==> src/mcm_pkg.sv <==
// Package for the core memory-map block: special-register addresses, field positions, resets.
// Assumes a single core clock and an 8-bit direct/indirect data access port from the core.
package mcm_pkg;
	localparam logic [7:0] POWER_CONTROL_ADDR = 8'h87;
	localparam logic [7:0] PSW_ADDR = 8'hd0;
	localparam logic [7:0] ACC_ADDR = 8'he0;
	localparam logic [7:0] SP_ADDR = 8'h81;
	localparam logic [7:0] DPL_ADDR = 8'h82;
	localparam logic [7:0] DPH_ADDR = 8'h83;
	localparam logic [7:0] DPP_ADDR = 8'h84;
	localparam logic [7:0] POWER_CONTROL_RESET = 8'h00;
	localparam logic [7:0] PSW_RESET = 8'h00;
	localparam logic [7:0] SP_RESET = 8'h07;
	localparam logic [7:0] DP_RESET = 8'h00;
	localparam logic [7:0] ACC_RESET = 8'h00;
	localparam logic [7:0] LOW_RAM_TOP = 8'h7f;
	localparam logic [7:0] BIT_AREA_BASE = 8'h20;
	localparam logic [7:0] SFR_BIT_BASE = 8'h80;
	localparam logic [7:0] UNMAPPED_READ = 8'h00;
	localparam int PSW_CARRY = 7;
	localparam int PSW_HALF_CARRY = 6;
	localparam int PSW_USER_A = 5;
	localparam int PSW_BANK_HI = 4;
	localparam int PSW_BANK_LO = 3;
	localparam int PSW_OVERFLOW = 2;
	localparam int PSW_USER_B = 1;
	localparam int PSW_PARITY = 0;
	localparam int POWER_CONTROL_BAUD_DOUBLE = 7;
	localparam int POWER_CONTROL_SERIAL_WAKE = 6;
	localparam int POWER_CONTROL_IRQ0_WAKE = 5;
	localparam int POWER_CONTROL_STROBE_OFF = 4;
	localparam int POWER_CONTROL_GEN_B = 3;
	localparam int POWER_CONTROL_GEN_A = 2;
	localparam int POWER_CONTROL_POWER_DOWN = 1;
	localparam int POWER_CONTROL_IDLE = 0;
	localparam int STROBE_PERIOD = 6;
	localparam int INT_CODE_BYTES = 8192;
endpackage : mcm_pkg

==> src/mcm_ram_if.sv <==
// Interface between the map decoder and the internal 256-byte data RAM.
// Assumes both ends on the core clock.
`timescale 1ns/1ps
interface mcm_ram_if;
	logic we;
	logic [7:0] addr;
	logic [7:0] wdata;
	logic [7:0] rdata;
	modport ctrl (output we, output addr, output wdata, input rdata);
	modport mem (input we, input addr, input wdata, output rdata);
endinterface : mcm_ram_if

==> src/mcm_ram.sv <==
// Internal 256-byte data RAM in flip-flops, combinational read.
// Assumes the decoder has resolved bank, bit and indirect addressing already.
`timescale 1ns/1ps
module mcm_ram #(
	parameter int DEPTH = 256
) (
	input wire logic clock, // Core clock
	mcm_ram_if.mem bus // RAM port
);
	logic [7:0] mem_r [DEPTH];

	// No reset: RAM contents are undefined after power-up
	always_ff @(posedge clock) begin
		if (bus.we) begin
			mem_r[bus.addr] <= bus.wdata;
		end
	end

	assign bus.rdata = mem_r[bus.addr];
endmodule : mcm_ram

==> src/mcm_core_map.sv <==
// Core memory map: code select strap, internal RAM decode, working banks, bit area,
// stack pointer, three-byte data pointer, status word and power control register.
// Assumes the core issues one access per cycle; RAM and registers answer combinationally.
`timescale 1ns/1ps
module mcm_core_map
	import mcm_pkg::*;
(
	input wire logic clock, // Core clock, 50 MHz
	input wire logic reset, // Async reset, active high
	input wire logic ext_code_select_n, // Code-select strap pin, low selects external
	input wire logic [15:0] fetch_addr, // Code fetch address from core
	input wire logic acc_en, // Byte access strobe
	input wire logic acc_we, // Byte access is a write
	input wire logic acc_indirect, // Byte access uses indirect mode
	input wire logic acc_work_reg, // Address is a working register index 0..7
	input wire logic [7:0] acc_addr, // Byte address or register index
	input wire logic [7:0] acc_wdata, // Byte write data
	output logic [7:0] acc_rdata, // Byte read data
	input wire logic bit_en, // Bit access strobe
	input wire logic bit_we, // Bit access is a write
	input wire logic [7:0] bit_addr, // Bit address
	input wire logic bit_wdata, // Bit write value
	output logic bit_rdata, // Bit read value
	input wire logic stack_push, // Push or call: pre-increment and write
	input wire logic stack_pop, // Pop or return: read then decrement
	input wire logic [7:0] stack_wdata, // Byte pushed
	input wire logic data_pointer_pair_inc, // Increment data pointer pair with carry to page
	input wire logic flags_we, // Core updates arithmetic flags
	input wire logic [7:0] flags_wdata, // New carry, half, overflow in their positions
	output logic code_external, // Registered: fetches go to external program space
	output logic fetch_internal, // Fetch hits internal code memory
	output logic [23:0] ext_data_addr, // Registered: page, high, low data pointer
	output logic [7:0] stack_pointer, // Registered stack pointer
	output logic [1:0] bank_select, // Registered active bank
	output logic [7:0] power_control, // Registered power control
	output logic [7:0] processor_status_word, // Registered status word
	output logic addr_latch_strobe // Periodic address-latch strobe
);
	logic [7:0] accumulator_r;
	logic [7:0] psw_r;
	logic [7:0] psw_nxt;
	logic [7:0] power_control_r;
	logic [7:0] sp_r;
	logic [7:0] dpl_r;
	logic [7:0] dph_r;
	logic [7:0] dpp_r;
	logic strap_meta_r;
	logic strap_sync_r;
	logic strap_taken_r;
	logic [1:0] strap_wait_r;
	logic code_ext_r;
	logic [2:0] strobe_cnt_r;
	logic strobe_r;
	logic [7:0] bit_byte;
	logic [2:0] bit_pos;
	logic bit_in_ram;
	logic [7:0] sfr_byte;
	logic sfr_hit;
	logic [7:0] bit_cur;
	logic [7:0] bit_new;
	logic direct_sfr;
	logic [7:0] ram_byte_addr;
	mcm_ram_if ram ();

	function automatic logic [7:0] work_reg_addr(input logic [1:0] bank, input logic [2:0] idx);
		return {3'h0, bank, idx};
	endfunction : work_reg_addr

	function automatic logic sfr_present(input logic [7:0] a);
		return a inside {ACC_ADDR, PSW_ADDR, POWER_CONTROL_ADDR, SP_ADDR, DPL_ADDR, DPH_ADDR, DPP_ADDR};
	endfunction : sfr_present

	// Reads live registers, so only called from combinational processes
	function automatic logic [7:0] sfr_value(input logic [7:0] a);
		logic [7:0] v;
		unique case (a)
			ACC_ADDR: v = accumulator_r;
			PSW_ADDR: v = psw_r;
			POWER_CONTROL_ADDR: v = power_control_r;
			SP_ADDR: v = sp_r;
			DPL_ADDR: v = dpl_r;
			DPH_ADDR: v = dph_r;
			DPP_ADDR: v = dpp_r;
			default: v = UNMAPPED_READ;
		endcase
		return v;
	endfunction : sfr_value

	// Strap synchroniser; the sample is frozen once after reset release
	always_ff @(posedge clock or posedge reset) begin
		if (reset) begin
			strap_meta_r <= 1'b0;
			strap_sync_r <= 1'b0;
		end else begin
			strap_meta_r <= ext_code_select_n;
			strap_sync_r <= strap_meta_r;
		end
	end

	always_ff @(posedge clock or posedge reset) begin
		if (reset) begin
			strap_wait_r <= 2'h0;
			strap_taken_r <= 1'b0;
			code_ext_r <= 1'b0;
		end else if (!strap_taken_r) begin
			// Two edges first, so the synchroniser holds the pin level
			if (strap_wait_r == 2'h2) begin
				strap_taken_r <= 1'b1;
				code_ext_r <= !strap_sync_r;
			end else begin
				strap_wait_r <= strap_wait_r + 2'h1;
			end
		end
	end

	assign code_external = code_ext_r;
	assign fetch_internal = !code_ext_r && (32'(fetch_addr) < INT_CODE_BYTES);

	// Bit address decode: low half into RAM bit area, high half into special registers
	assign bit_pos = bit_addr[2:0];
	assign bit_in_ram = !bit_addr[7];
	assign bit_byte = bit_in_ram ? (BIT_AREA_BASE + {4'h0, bit_addr[6:3]})
		: {bit_addr[7:3], 3'h0};
	assign sfr_hit = sfr_present(bit_byte);
	always_comb begin
		sfr_byte = sfr_value(bit_byte);
	end
	assign direct_sfr = acc_addr > LOW_RAM_TOP && !acc_indirect && !acc_work_reg;

	always_comb begin
		bit_cur = bit_in_ram ? ram.rdata : sfr_byte;
		bit_new = bit_cur;
		bit_new[bit_pos] = bit_wdata;
	end
	assign bit_rdata = bit_cur[bit_pos];

	// RAM port: one user per cycle, stack first, then bit, then byte access
	always_comb begin
		ram_byte_addr = acc_work_reg ? work_reg_addr(psw_r[PSW_BANK_HI:PSW_BANK_LO], acc_addr[2:0])
			: acc_addr;
		ram.we = 1'b0;
		ram.wdata = acc_wdata;
		ram.addr = ram_byte_addr;
		if (stack_push) begin
			ram.addr = sp_r + 8'h01;
			ram.wdata = stack_wdata;
			ram.we = 1'b1;
		end else if (stack_pop) begin
			ram.addr = sp_r;
		end else if (bit_en) begin
			ram.addr = bit_byte;
			ram.wdata = bit_new;
			ram.we = bit_we && bit_in_ram;
		end else if (acc_en) begin
			ram.we = acc_we && !direct_sfr;
		end
	end

	always_comb begin
		if (stack_pop) begin
			acc_rdata = ram.rdata;
		end else begin
			acc_rdata = direct_sfr ? sfr_value(acc_addr) : ram.rdata;
		end
	end

	mcm_ram #(.DEPTH(256)) u_ram (
		.clock(clock),
		.bus(ram.mem)
	);

	function automatic logic sfr_wr(input logic [7:0] a);
		return (acc_en && acc_we && direct_sfr && acc_addr == a && !stack_push && !stack_pop && !bit_en)
			|| (bit_en && bit_we && !bit_in_ram && bit_byte == a && sfr_hit && !stack_push && !stack_pop);
	endfunction : sfr_wr

	function automatic logic [7:0] sfr_wval(input logic [7:0] a);
		return (bit_en && bit_byte == a) ? bit_new : acc_wdata;
	endfunction : sfr_wval

	always_ff @(posedge clock or posedge reset) begin
		if (reset) begin
			accumulator_r <= ACC_RESET;
		end else if (sfr_wr(ACC_ADDR)) begin
			accumulator_r <= sfr_wval(ACC_ADDR);
		end
	end

	always_ff @(posedge clock or posedge reset) begin
		if (reset) begin
			sp_r <= SP_RESET;
		end else if (stack_push) begin
			sp_r <= sp_r + 8'h01;
		end else if (stack_pop) begin
			sp_r <= sp_r - 8'h01;
		end else if (sfr_wr(SP_ADDR)) begin
			sp_r <= sfr_wval(SP_ADDR);
		end
	end

	always_ff @(posedge clock or posedge reset) begin
		if (reset) begin
			dpl_r <= DP_RESET;
			dph_r <= DP_RESET;
			dpp_r <= DP_RESET;
		end else if (data_pointer_pair_inc) begin
			{dpp_r, dph_r, dpl_r} <= {dpp_r, dph_r, dpl_r} + 24'h000001;
		end else begin
			if (sfr_wr(DPL_ADDR)) begin
				dpl_r <= sfr_wval(DPL_ADDR);
			end
			if (sfr_wr(DPH_ADDR)) begin
				dph_r <= sfr_wval(DPH_ADDR);
			end
			if (sfr_wr(DPP_ADDR)) begin
				dpp_r <= sfr_wval(DPP_ADDR);
			end
		end
	end
	assign ext_data_addr = {dpp_r, dph_r, dpl_r};
	assign stack_pointer = sp_r;

	// Parity is never stored from software; it always follows the accumulator
	always_comb begin
		psw_nxt = psw_r;
		if (sfr_wr(PSW_ADDR)) begin
			psw_nxt = sfr_wval(PSW_ADDR);
		end
		if (flags_we) begin
			psw_nxt[PSW_CARRY] = flags_wdata[PSW_CARRY];
			psw_nxt[PSW_HALF_CARRY] = flags_wdata[PSW_HALF_CARRY];
			psw_nxt[PSW_OVERFLOW] = flags_wdata[PSW_OVERFLOW];
		end
		psw_nxt[PSW_PARITY] = ^accumulator_r;
	end

	always_ff @(posedge clock or posedge reset) begin
		if (reset) begin
			psw_r <= PSW_RESET;
		end else begin
			psw_r <= psw_nxt;
		end
	end
	assign processor_status_word = psw_r;
	assign bank_select = psw_r[PSW_BANK_HI:PSW_BANK_LO];

	always_ff @(posedge clock or posedge reset) begin
		if (reset) begin
			power_control_r <= POWER_CONTROL_RESET;
		end else if (acc_en && acc_we && direct_sfr && acc_addr == POWER_CONTROL_ADDR && !stack_push
			&& !stack_pop && !bit_en) begin
			power_control_r <= acc_wdata; // Not bit-addressable
		end
	end
	assign power_control = power_control_r;

	// Strobe every six core clocks; held low while disabled
	always_ff @(posedge clock or posedge reset) begin
		if (reset) begin
			strobe_cnt_r <= 3'h0;
			strobe_r <= 1'b0;
		end else begin
			strobe_cnt_r <= (strobe_cnt_r == 3'(STROBE_PERIOD - 1)) ? 3'h0 : strobe_cnt_r + 3'h1;
			strobe_r <= (strobe_cnt_r == 3'h0) && !power_control_r[POWER_CONTROL_STROBE_OFF];
		end
	end
	assign addr_latch_strobe = strobe_r;
endmodule : mcm_core_map

==> config.mk <==
export PLATFORM = sky130hd
export DESIGN_NAME = mcm_core_map
export DESIGN_NICKNAME = d
export VERILOG_FILES = /design/src/mcm_pkg.sv /design/src/mcm_ram_if.sv /design/src/mcm_ram.sv /design/src/mcm_core_map.sv
export SDC_FILE = /design/constraint.sdc
export NUM_CORES = 2
export LEC_CHECK = 0
export ABC_AREA = 1
export ABC_CLOCK_PERIOD_IN_PS = 9250
export BUFFER_PORTS_ARGS = -buffer_cell sky130_fd_sc_hd__buf_2
export CAP_MARGIN = 30
export CORE_MARGIN = 1.5
export CORE_UTILIZATION = 63
export CTS_BUF_LIST = sky130_fd_sc_hd__clkbuf_16
export DETAILED_ROUTE_END_ITERATION = 7
export PLACE_DENSITY = 0.8
export SLEW_MARGIN = 20
export SYNTH_ARGS = -nofsm -noshare
export SYNTH_HDL_FRONTEND = slang
export SYNTH_SLANG_ARGS = --single-unit
==> constraint.sdc <==
create_clock -name clock -period 9.25 [get_ports clock]
set_input_delay 0 -clock clock [delete_from_list [all_inputs] [get_ports clock]]
set_output_delay 0 -clock clock [all_outputs]
set_load 0.1 [all_outputs]
## Yosys cells after proc, flatten, opt, wreduce, memory -nomap -nowiden

Memory sizes are Yosys's and may differ from the RTL's.
Cells that the tools add are included.

| storage, ports and cells | value |
|---|---|
| flip-flop bits (word level) | 66 |
| bits in latches | 0 |
| memory bits (writable) | 2048 |
| bits in read-only memories | 0 |
| input port bits | 70 |
| output and inout bits | 62 |
| memories | 1 |

Memories:

| name | words | bits a word | read ports | clocked after memory_dff | write ports | RTL line | text |
|---|---|---|---|---|---|---|---|
| u_ram.mem_r | 256 | 8 | 1 | 0 | 1 | mcm_ram.sv:10 | `logic [7:0] mem_r [DEPTH];` |

| operators by class | value |
|---|---|
| add/sub/neg operators | 6 |
| multiply operators | 0 |
| div/mod/pow operators | 0 |
| magnitude comparators | 4 |
| equal/unequal tests | 16 |
| shifts and indexed selects | 0 |
| multiplexer cells | 45 |
| bitwise gates (word level) | 2 |
| reductions and logical operators | 95 |

Operators with widths:

| kind | count |
|---|---|
| two-way mux 8 bit | 27 |
| == test 8 bit, second input constant | 14 |
| one-hot mux 8 bit (7 select lines) | 2 |
| logical AND 1 bit | 69 |
| adder 24 x 1 -> 24 bit, second input constant | 1 |
| < comparator 16 x 14 -> 1 bit, second input constant | 1 |
| two-way mux 1 bit | 11 |
| zero test 1 bit | 10 |
| adder 8 x 1 -> 8 bit, second input constant | 1 |
| bitwise mux 8 bit | 1 |
| greater-than comparator 8 x 7 -> 1 bit, second input constant | 1 |
| nonzero test 2 bit | 4 |
| parity 8 bit | 1 |
| subtractor 8 x 1 -> 8 bit, second input constant | 1 |
| adder 6 x 4 -> 7 bit, first input constant | 1 |
| nonzero test 7 bit | 1 |
| logical OR 1 bit | 6 |
| < comparator 3 x 4 -> 1 bit, second input constant | 1 |
| AND reduction 2 bit | 2 |
| adder 3 x 1 -> 3 bit, second input constant | 1 |
| binary-select mux 1 bit (select 3 bit) | 1 |
| demux 1 bit (select 3 bit) | 1 |
| == test 3 bit, second input constant | 1 |
| >= comparator 3 x 1 -> 1 bit, second input constant | 1 |
| other kinds (7) | 8 |

## Longest topological paths before layout

| logic depth | value |
|---|---|
| depth in word-level cells | 12 |
| gate-level depth with buffers | 26 |

## By module

From an unflattened synthesis, not the netlist that was laid out.

| unflattened totals | value |
|---|---|
| cells, all modules | 9005 |
| area total of the unflattened synthesis | 90510.6 um^2 |

Modules (own cells, without submodules):

| module | instances | cells each | area each (um^2) |
|---|---|---|---|
| mcm_ram | 1 | 8013 | 84696.2 |
| mcm_core_map | 1 | 992 | 5814.3 |

## Worst setup path after synthesis

No wires, ideal clock.

| timing | value |
|---|---|
| path type | reg-to-reg |
| from | register sp_r[1] (netlist: stack_pointer[1]) |
| to | memory u_ram.mem_r[0][5], data pin |
| arrival time | 6.040 ns |
| path slack | 2.385 ns |
| cell stages (with the launch flop) | 24 |
| period minus slack after synthesis | 6.865 ns |
| cell sequence | dfstp_2 inv_1 ha_1 nand2_1 nand2_2 buf_2 buf_2 clkbuf_1 nand2_1 nand2_1 nand2_1 nand2_1 o21ai_1 nand2_1 nor2_1 nor2_1 nor2_1 nand2_1 nand2_1 nand3_1 nand2_1 nand2_1 nand2_1 nand2_1 |

| between the ends | value |
|---|---|
| longest elaborated chain between the ends | 8 |
| elaborated cells between the ends (all ways) | 9 |
| those cells by class | 1 x add/sub; 7 x mux; 1 x memory |

Ends and longest elaborated chain:

| item | RTL line | text |
|---|---|---|
| from (decl) | mcm_core_map.sv:43 | `logic [7:0] sp_r;` |
| from (signal assigned) | mcm_core_map.sv:193 | `sp_r <= sp_r + 8'h01;` |
| from (signal assigned) | mcm_core_map.sv:195 | `sp_r <= sp_r - 8'h01;` |
| from (signal assigned) | mcm_core_map.sv:197 | `sp_r <= sfr_wval(SP_ADDR);` |
| adder 8 x 1 -> 8 bit / two-way mux 8 bit (equally long branches) | mcm_core_map.sv:145, mcm_core_map.sv:148 |  |
| two-way mux 8 bit * | mcm_core_map.sv:144 | `if (stack_push) begin` |
| memory (256 x 8 bit) * | n/a |  |
| two-way mux 8 bit * | mcm_core_map.sv:131 | `bit_cur = bit_in_ram ? ram.rdata : sfr_byte;` |
| bitwise mux 8 bit * | mcm_core_map.sv:133 | `bit_new[bit_pos] = bit_wdata;` |
| two-way mux 8 bit * | mcm_core_map.sv:150 | `end else if (bit_en) begin` |
| two-way mux 8 bit * | mcm_core_map.sv:148 | `end else if (stack_pop) begin` |
| two-way mux 8 bit * | mcm_core_map.sv:144 |  |
| net ram.wdata[5] | mcm_ram_if.sv:7 | `logic [7:0] wdata;` |
| to (decl) | mcm_ram.sv:10 |  |

The timed path passes the listed nets; every way through them passes the cells marked *.

## Final worst setup path

| timing | value |
|---|---|
| from | register sp_r[0] (netlist: stack_pointer[0]) |
| to | register accumulator_r[4] |

| between the ends | value |
|---|---|
| longest elaborated chain between the ends | 6 |
| elaborated cells between the ends (all ways) | 7 |
| those cells by class | 1 x add/sub; 5 x mux; 1 x memory |

Ends and longest elaborated chain:

| item | RTL line | text |
|---|---|---|
| adder 8 x 1 -> 8 bit / two-way mux 8 bit (equally long branches) | mcm_core_map.sv:145, mcm_core_map.sv:148 |  |
| two-way mux 8 bit * | mcm_core_map.sv:144 |  |
| memory (256 x 8 bit) * | n/a |  |
| two-way mux 8 bit * | mcm_core_map.sv:131 |  |
| bitwise mux 8 bit * | mcm_core_map.sv:133 |  |
| two-way mux 8 bit * | mcm_core_map.sv:178 | `return (bit_en && bit_byte == a) ? bit_new : acc_wdata;` |
| to (signal assigned) | mcm_core_map.sv:185 | `accumulator_r <= sfr_wval(ACC_ADDR);` |
| to (decl) | mcm_core_map.sv:39 | `logic [7:0] accumulator_r;` |

Mark *: on every way between the ends. The rest lies on a longest branch, timed or not.
A chain may end at the register's enable or synchronous reset.

==> impl_metrics.json <==
{
  "synth_warnings": 0,
  "postCtsResizedCells": 0,
  "max_slew_margin_pct": 21.5,
  "place_ws_ps": 2040,
  "start_util_pct": 63.6,
  "port_buffers": 113,
  "avgSynthCellArea_um2": 9.92,
  "synth-compound-area-share_pct": 1.95,
  "crit_required_ps": 9970,
  "syn_to_final_growth_pct": 10.1,
  "hold_slack_ps": -3.88,
  "drc": 0,
  "gr-total-overflow": 0,
  "rsz0062_at_grt": "no",
  "yosys.area.top_type_share_pct": 67.1,
  "ys_ff_latch": 2114,
  "cts.sinks": 2114,
  "drt_iter0_drc": 10029,
  "power.total_uw": 23400,
  "critPathBufInv": 7,
  "core_um2": 144000,
  "gp_congestion": 0.947,
  "setup_viol": 0,
  "start_kind": "flip-flop",
  "fin_ws_ps": 850,
  "antenna_left": 0,
  "register_area_um2": 63200,
  "synth_fp_nets": 9316,
  "h-tree-depth": 4,
  "synth_ff_type": "edfxtp_1",
  "yosys.area_share.simple_pct": 25.9,
  "synth_cells": 9242,
  "clk_latency_ps": 840,
  "synthDistinctLibCells": 43,
  "synth_common_cells": "nand2_1, edfxtp_1, nand3_1",
  "grt_max_degree": 199,
  "swShare_pct": 31.0,
  "ys_top_cells_by_area": "edfxtp_1, nand2_1, nand3_1",
  "dpl-instance-area_um2": 93600,
  "yosys.area.top_type": "edfxtp_1",
  "worst_pin_slew_ps": 1180,
  "grt_pass1_wl_um": 379000,
  "finClkSkew_ps": 31.5,
  "p_clk_share_pct": 34.0,
  "num-fill-cells": 9771,
  "final_area_um2": 101000,
  "cp.arrival_ps": 9120,
  "synth-xor-area-share_pct": 0.115,
  "antenna_found_initial": 10,
  "cts_buffers": 202,
  "combPwrFrac_pct": 20.0,
  "clock.fmax_ghz": 0.119,
  "ios": 132,
  "max-vdd-ir-drop_uv": 200,
  "status": "complete, but fails checks",
  "finalNetCount": 9317,
  "violations": "hold timing",
  "critical_path.top_delay_family": "simple AND/OR/NAND/NOR gates",
  "die_x_um": 384,
  "vias": 67465,
  "via_per_inst": 5.96,
  "crit_path_end_kind": "flip-flop",
  "dr.pass1.iters": 8,
  "layout-drive-gt1-share_pct": 5.70,
  "crit_type": "reg -> reg",
  "multi_input_area_um2": 25800,
  "drv_slew": 0,
  "grt_pass1_vias": 64393,
  "tritoncts": "yes",
  "cts_root_buffer": "clkbuf_16",
  "crit_path_max_fanout": 153,
  "finalHoldViolCount": 1,
  "path_clk_slew_ps": 60,
  "synth_edf_count": 2048,
  "grt_util_all_layers_pct": 34.1,
  "pwr_density_cell_nw_per_um2": 232,
  "synthAdderAreaFrac_pct": 0.0546,
  "synth_top_family_by_area": "simple AND/OR/NAND/NOR gates",
  "synth_area_um2": 91600,
  "design.die.area_um2": 148000,
  "die_h_um": 384,
  "rows": 139,
  "hold_buffers": 85,
  "internal-power_uw": 16100,
  "synthMuxAreaShare_pct": 0,
  "tns_ps": 0,
  "hpwl_um": 141000,
  "crit_top_cell": "nand2_1",
  "power.switching_uw": 7240,
  "yosysMostFrequentCell": "nand2_1",
  "period_share_pct": 90.8,
  "pwr-share-seq_pct": 46.1,
  "cp_slowest_cell": "nand2_8",
  "ys_seq_area_share_pct": 68.9,
  "p_leak_uw": 0.0416,
  "ctsLongestPathBuffers": 3,
  "maxCapViolations": 0,
  "postCtsSetupBuffers": 0,
  "routed_wl_um": 253000,
  "fin_crit_ps": 8400,
  "async_reset_ff_share_pct": 3.12,
  "hp-class": "in -> reg",
  "crit_path_max_incr_delay_ps": 810,
  "wl_per_cell_um": 22.4
}
==> placed cells by master, fill, tap and decap left out, types with 22 or more instances in the layout <==
cell type,Yosys,final
buf_12,0,29
inv_1,158,193
buf_2,223,114
o21ai_0,123,122
dfrtp_1,63,63
nand2_1,5158,5146
dlygate4sd3_1,0,86
nor3_1,24,24
edfxtp_1,2048,2048
o22ai_1,22,22
nand3_1,487,487
buf_4,5,60
clkinv_2,0,44
nor2_1,405,404
o21ai_1,95,96
a21oi_1,40,40
clkbuf_16,0,207
clkinv_1,1,51
==> final timing paths <==
path                            depth (start not counted)  slack (ps)               end              from
min in group asynchronous                               5         360          dpp_r[1]             reset
worst min-delay path                                    7          -4          dpp_r[5]       acc_addr[3]
worst max register to register                         28         850  accumulator_r[4]  stack_pointer[0]
worst max-delay path                                   28         850  accumulator_r[4]  stack_pointer[0]
max in group asynchronous                               6        8280  stack_pointer[2]             reset
worst min register to register                          0         350      strap_sync_r      strap_meta_r
==> layout make-up <==
cell class	instances	area share, %
antenna	4	0.00992
clock buffer	207	5.13
clock inverter	161	1.14
inverter	169	0.646
multi-input combinational	6461	25.6
sequential	2114	62.6
tap	1903	2.36
timing repair buffer	295	2.55
==> metal layers <==
metal / GRT usage, % / wire, µm / part of all wire [%] / vias up
li1: - / - / - / 30436
met1: 45.3 / 90400 / 36 / 31730
met2: 52.5 / 116000 / 46 / 4525
met3: 8.13 / 32900 / 13 / 758
met4: 18.1 / 14000 / 5.5 / 16
met5: 0 / 121 / 0.048 / -
==> state kept, by name (all words and copies together) (netlist names), 2 cells and up <==
signal	count
u_ram.mem_r	2048
accumulator_r	8
dph_r	8
dpl_r	8
dpp_r	8
power_control	8
processor_status_word	8
stack_pointer	8
strobe_cnt_r	3
strap_wait_r	2
==> tightest hold or removal path, delay by kind of cell <==
family,cells,cell delay [ps]
simple gates,3,230
compound gates,2,320
buf+inv,2,230
==> through the flow <==
step	utilization, %	instances
5_1_grt	70.1	11312
2_1_floorplan	-	9242
3_5_place_dp	65.0	10848
3_3_place_gp	65.0	10846
4_1_cts	70.0	11301
6_report	70.1	11314
==> power by group through the flow <==
stage	clock network, µW	logic, µW	registers (µW)
after floorplan	0	2760	11200
after global routing	8340	4970	10800
after global placement	0	4370	11000
final	7940	4670	10800
after detailed placement	0	4460	11000
after CTS	7940	4520	10800
==> cell families after synthesis <==
| logic type | Yosys count |
|---|---|
| and+or+nand+nor | 6119 |
| buffers and inverters | 667 |
| DFF | 2114 |
| adders and majority gates | 4 |
| xor gates and xnor gates | 12 |
| AOI/OAI and AO/OA | 326 |
(Power assumes the default switching activity.)
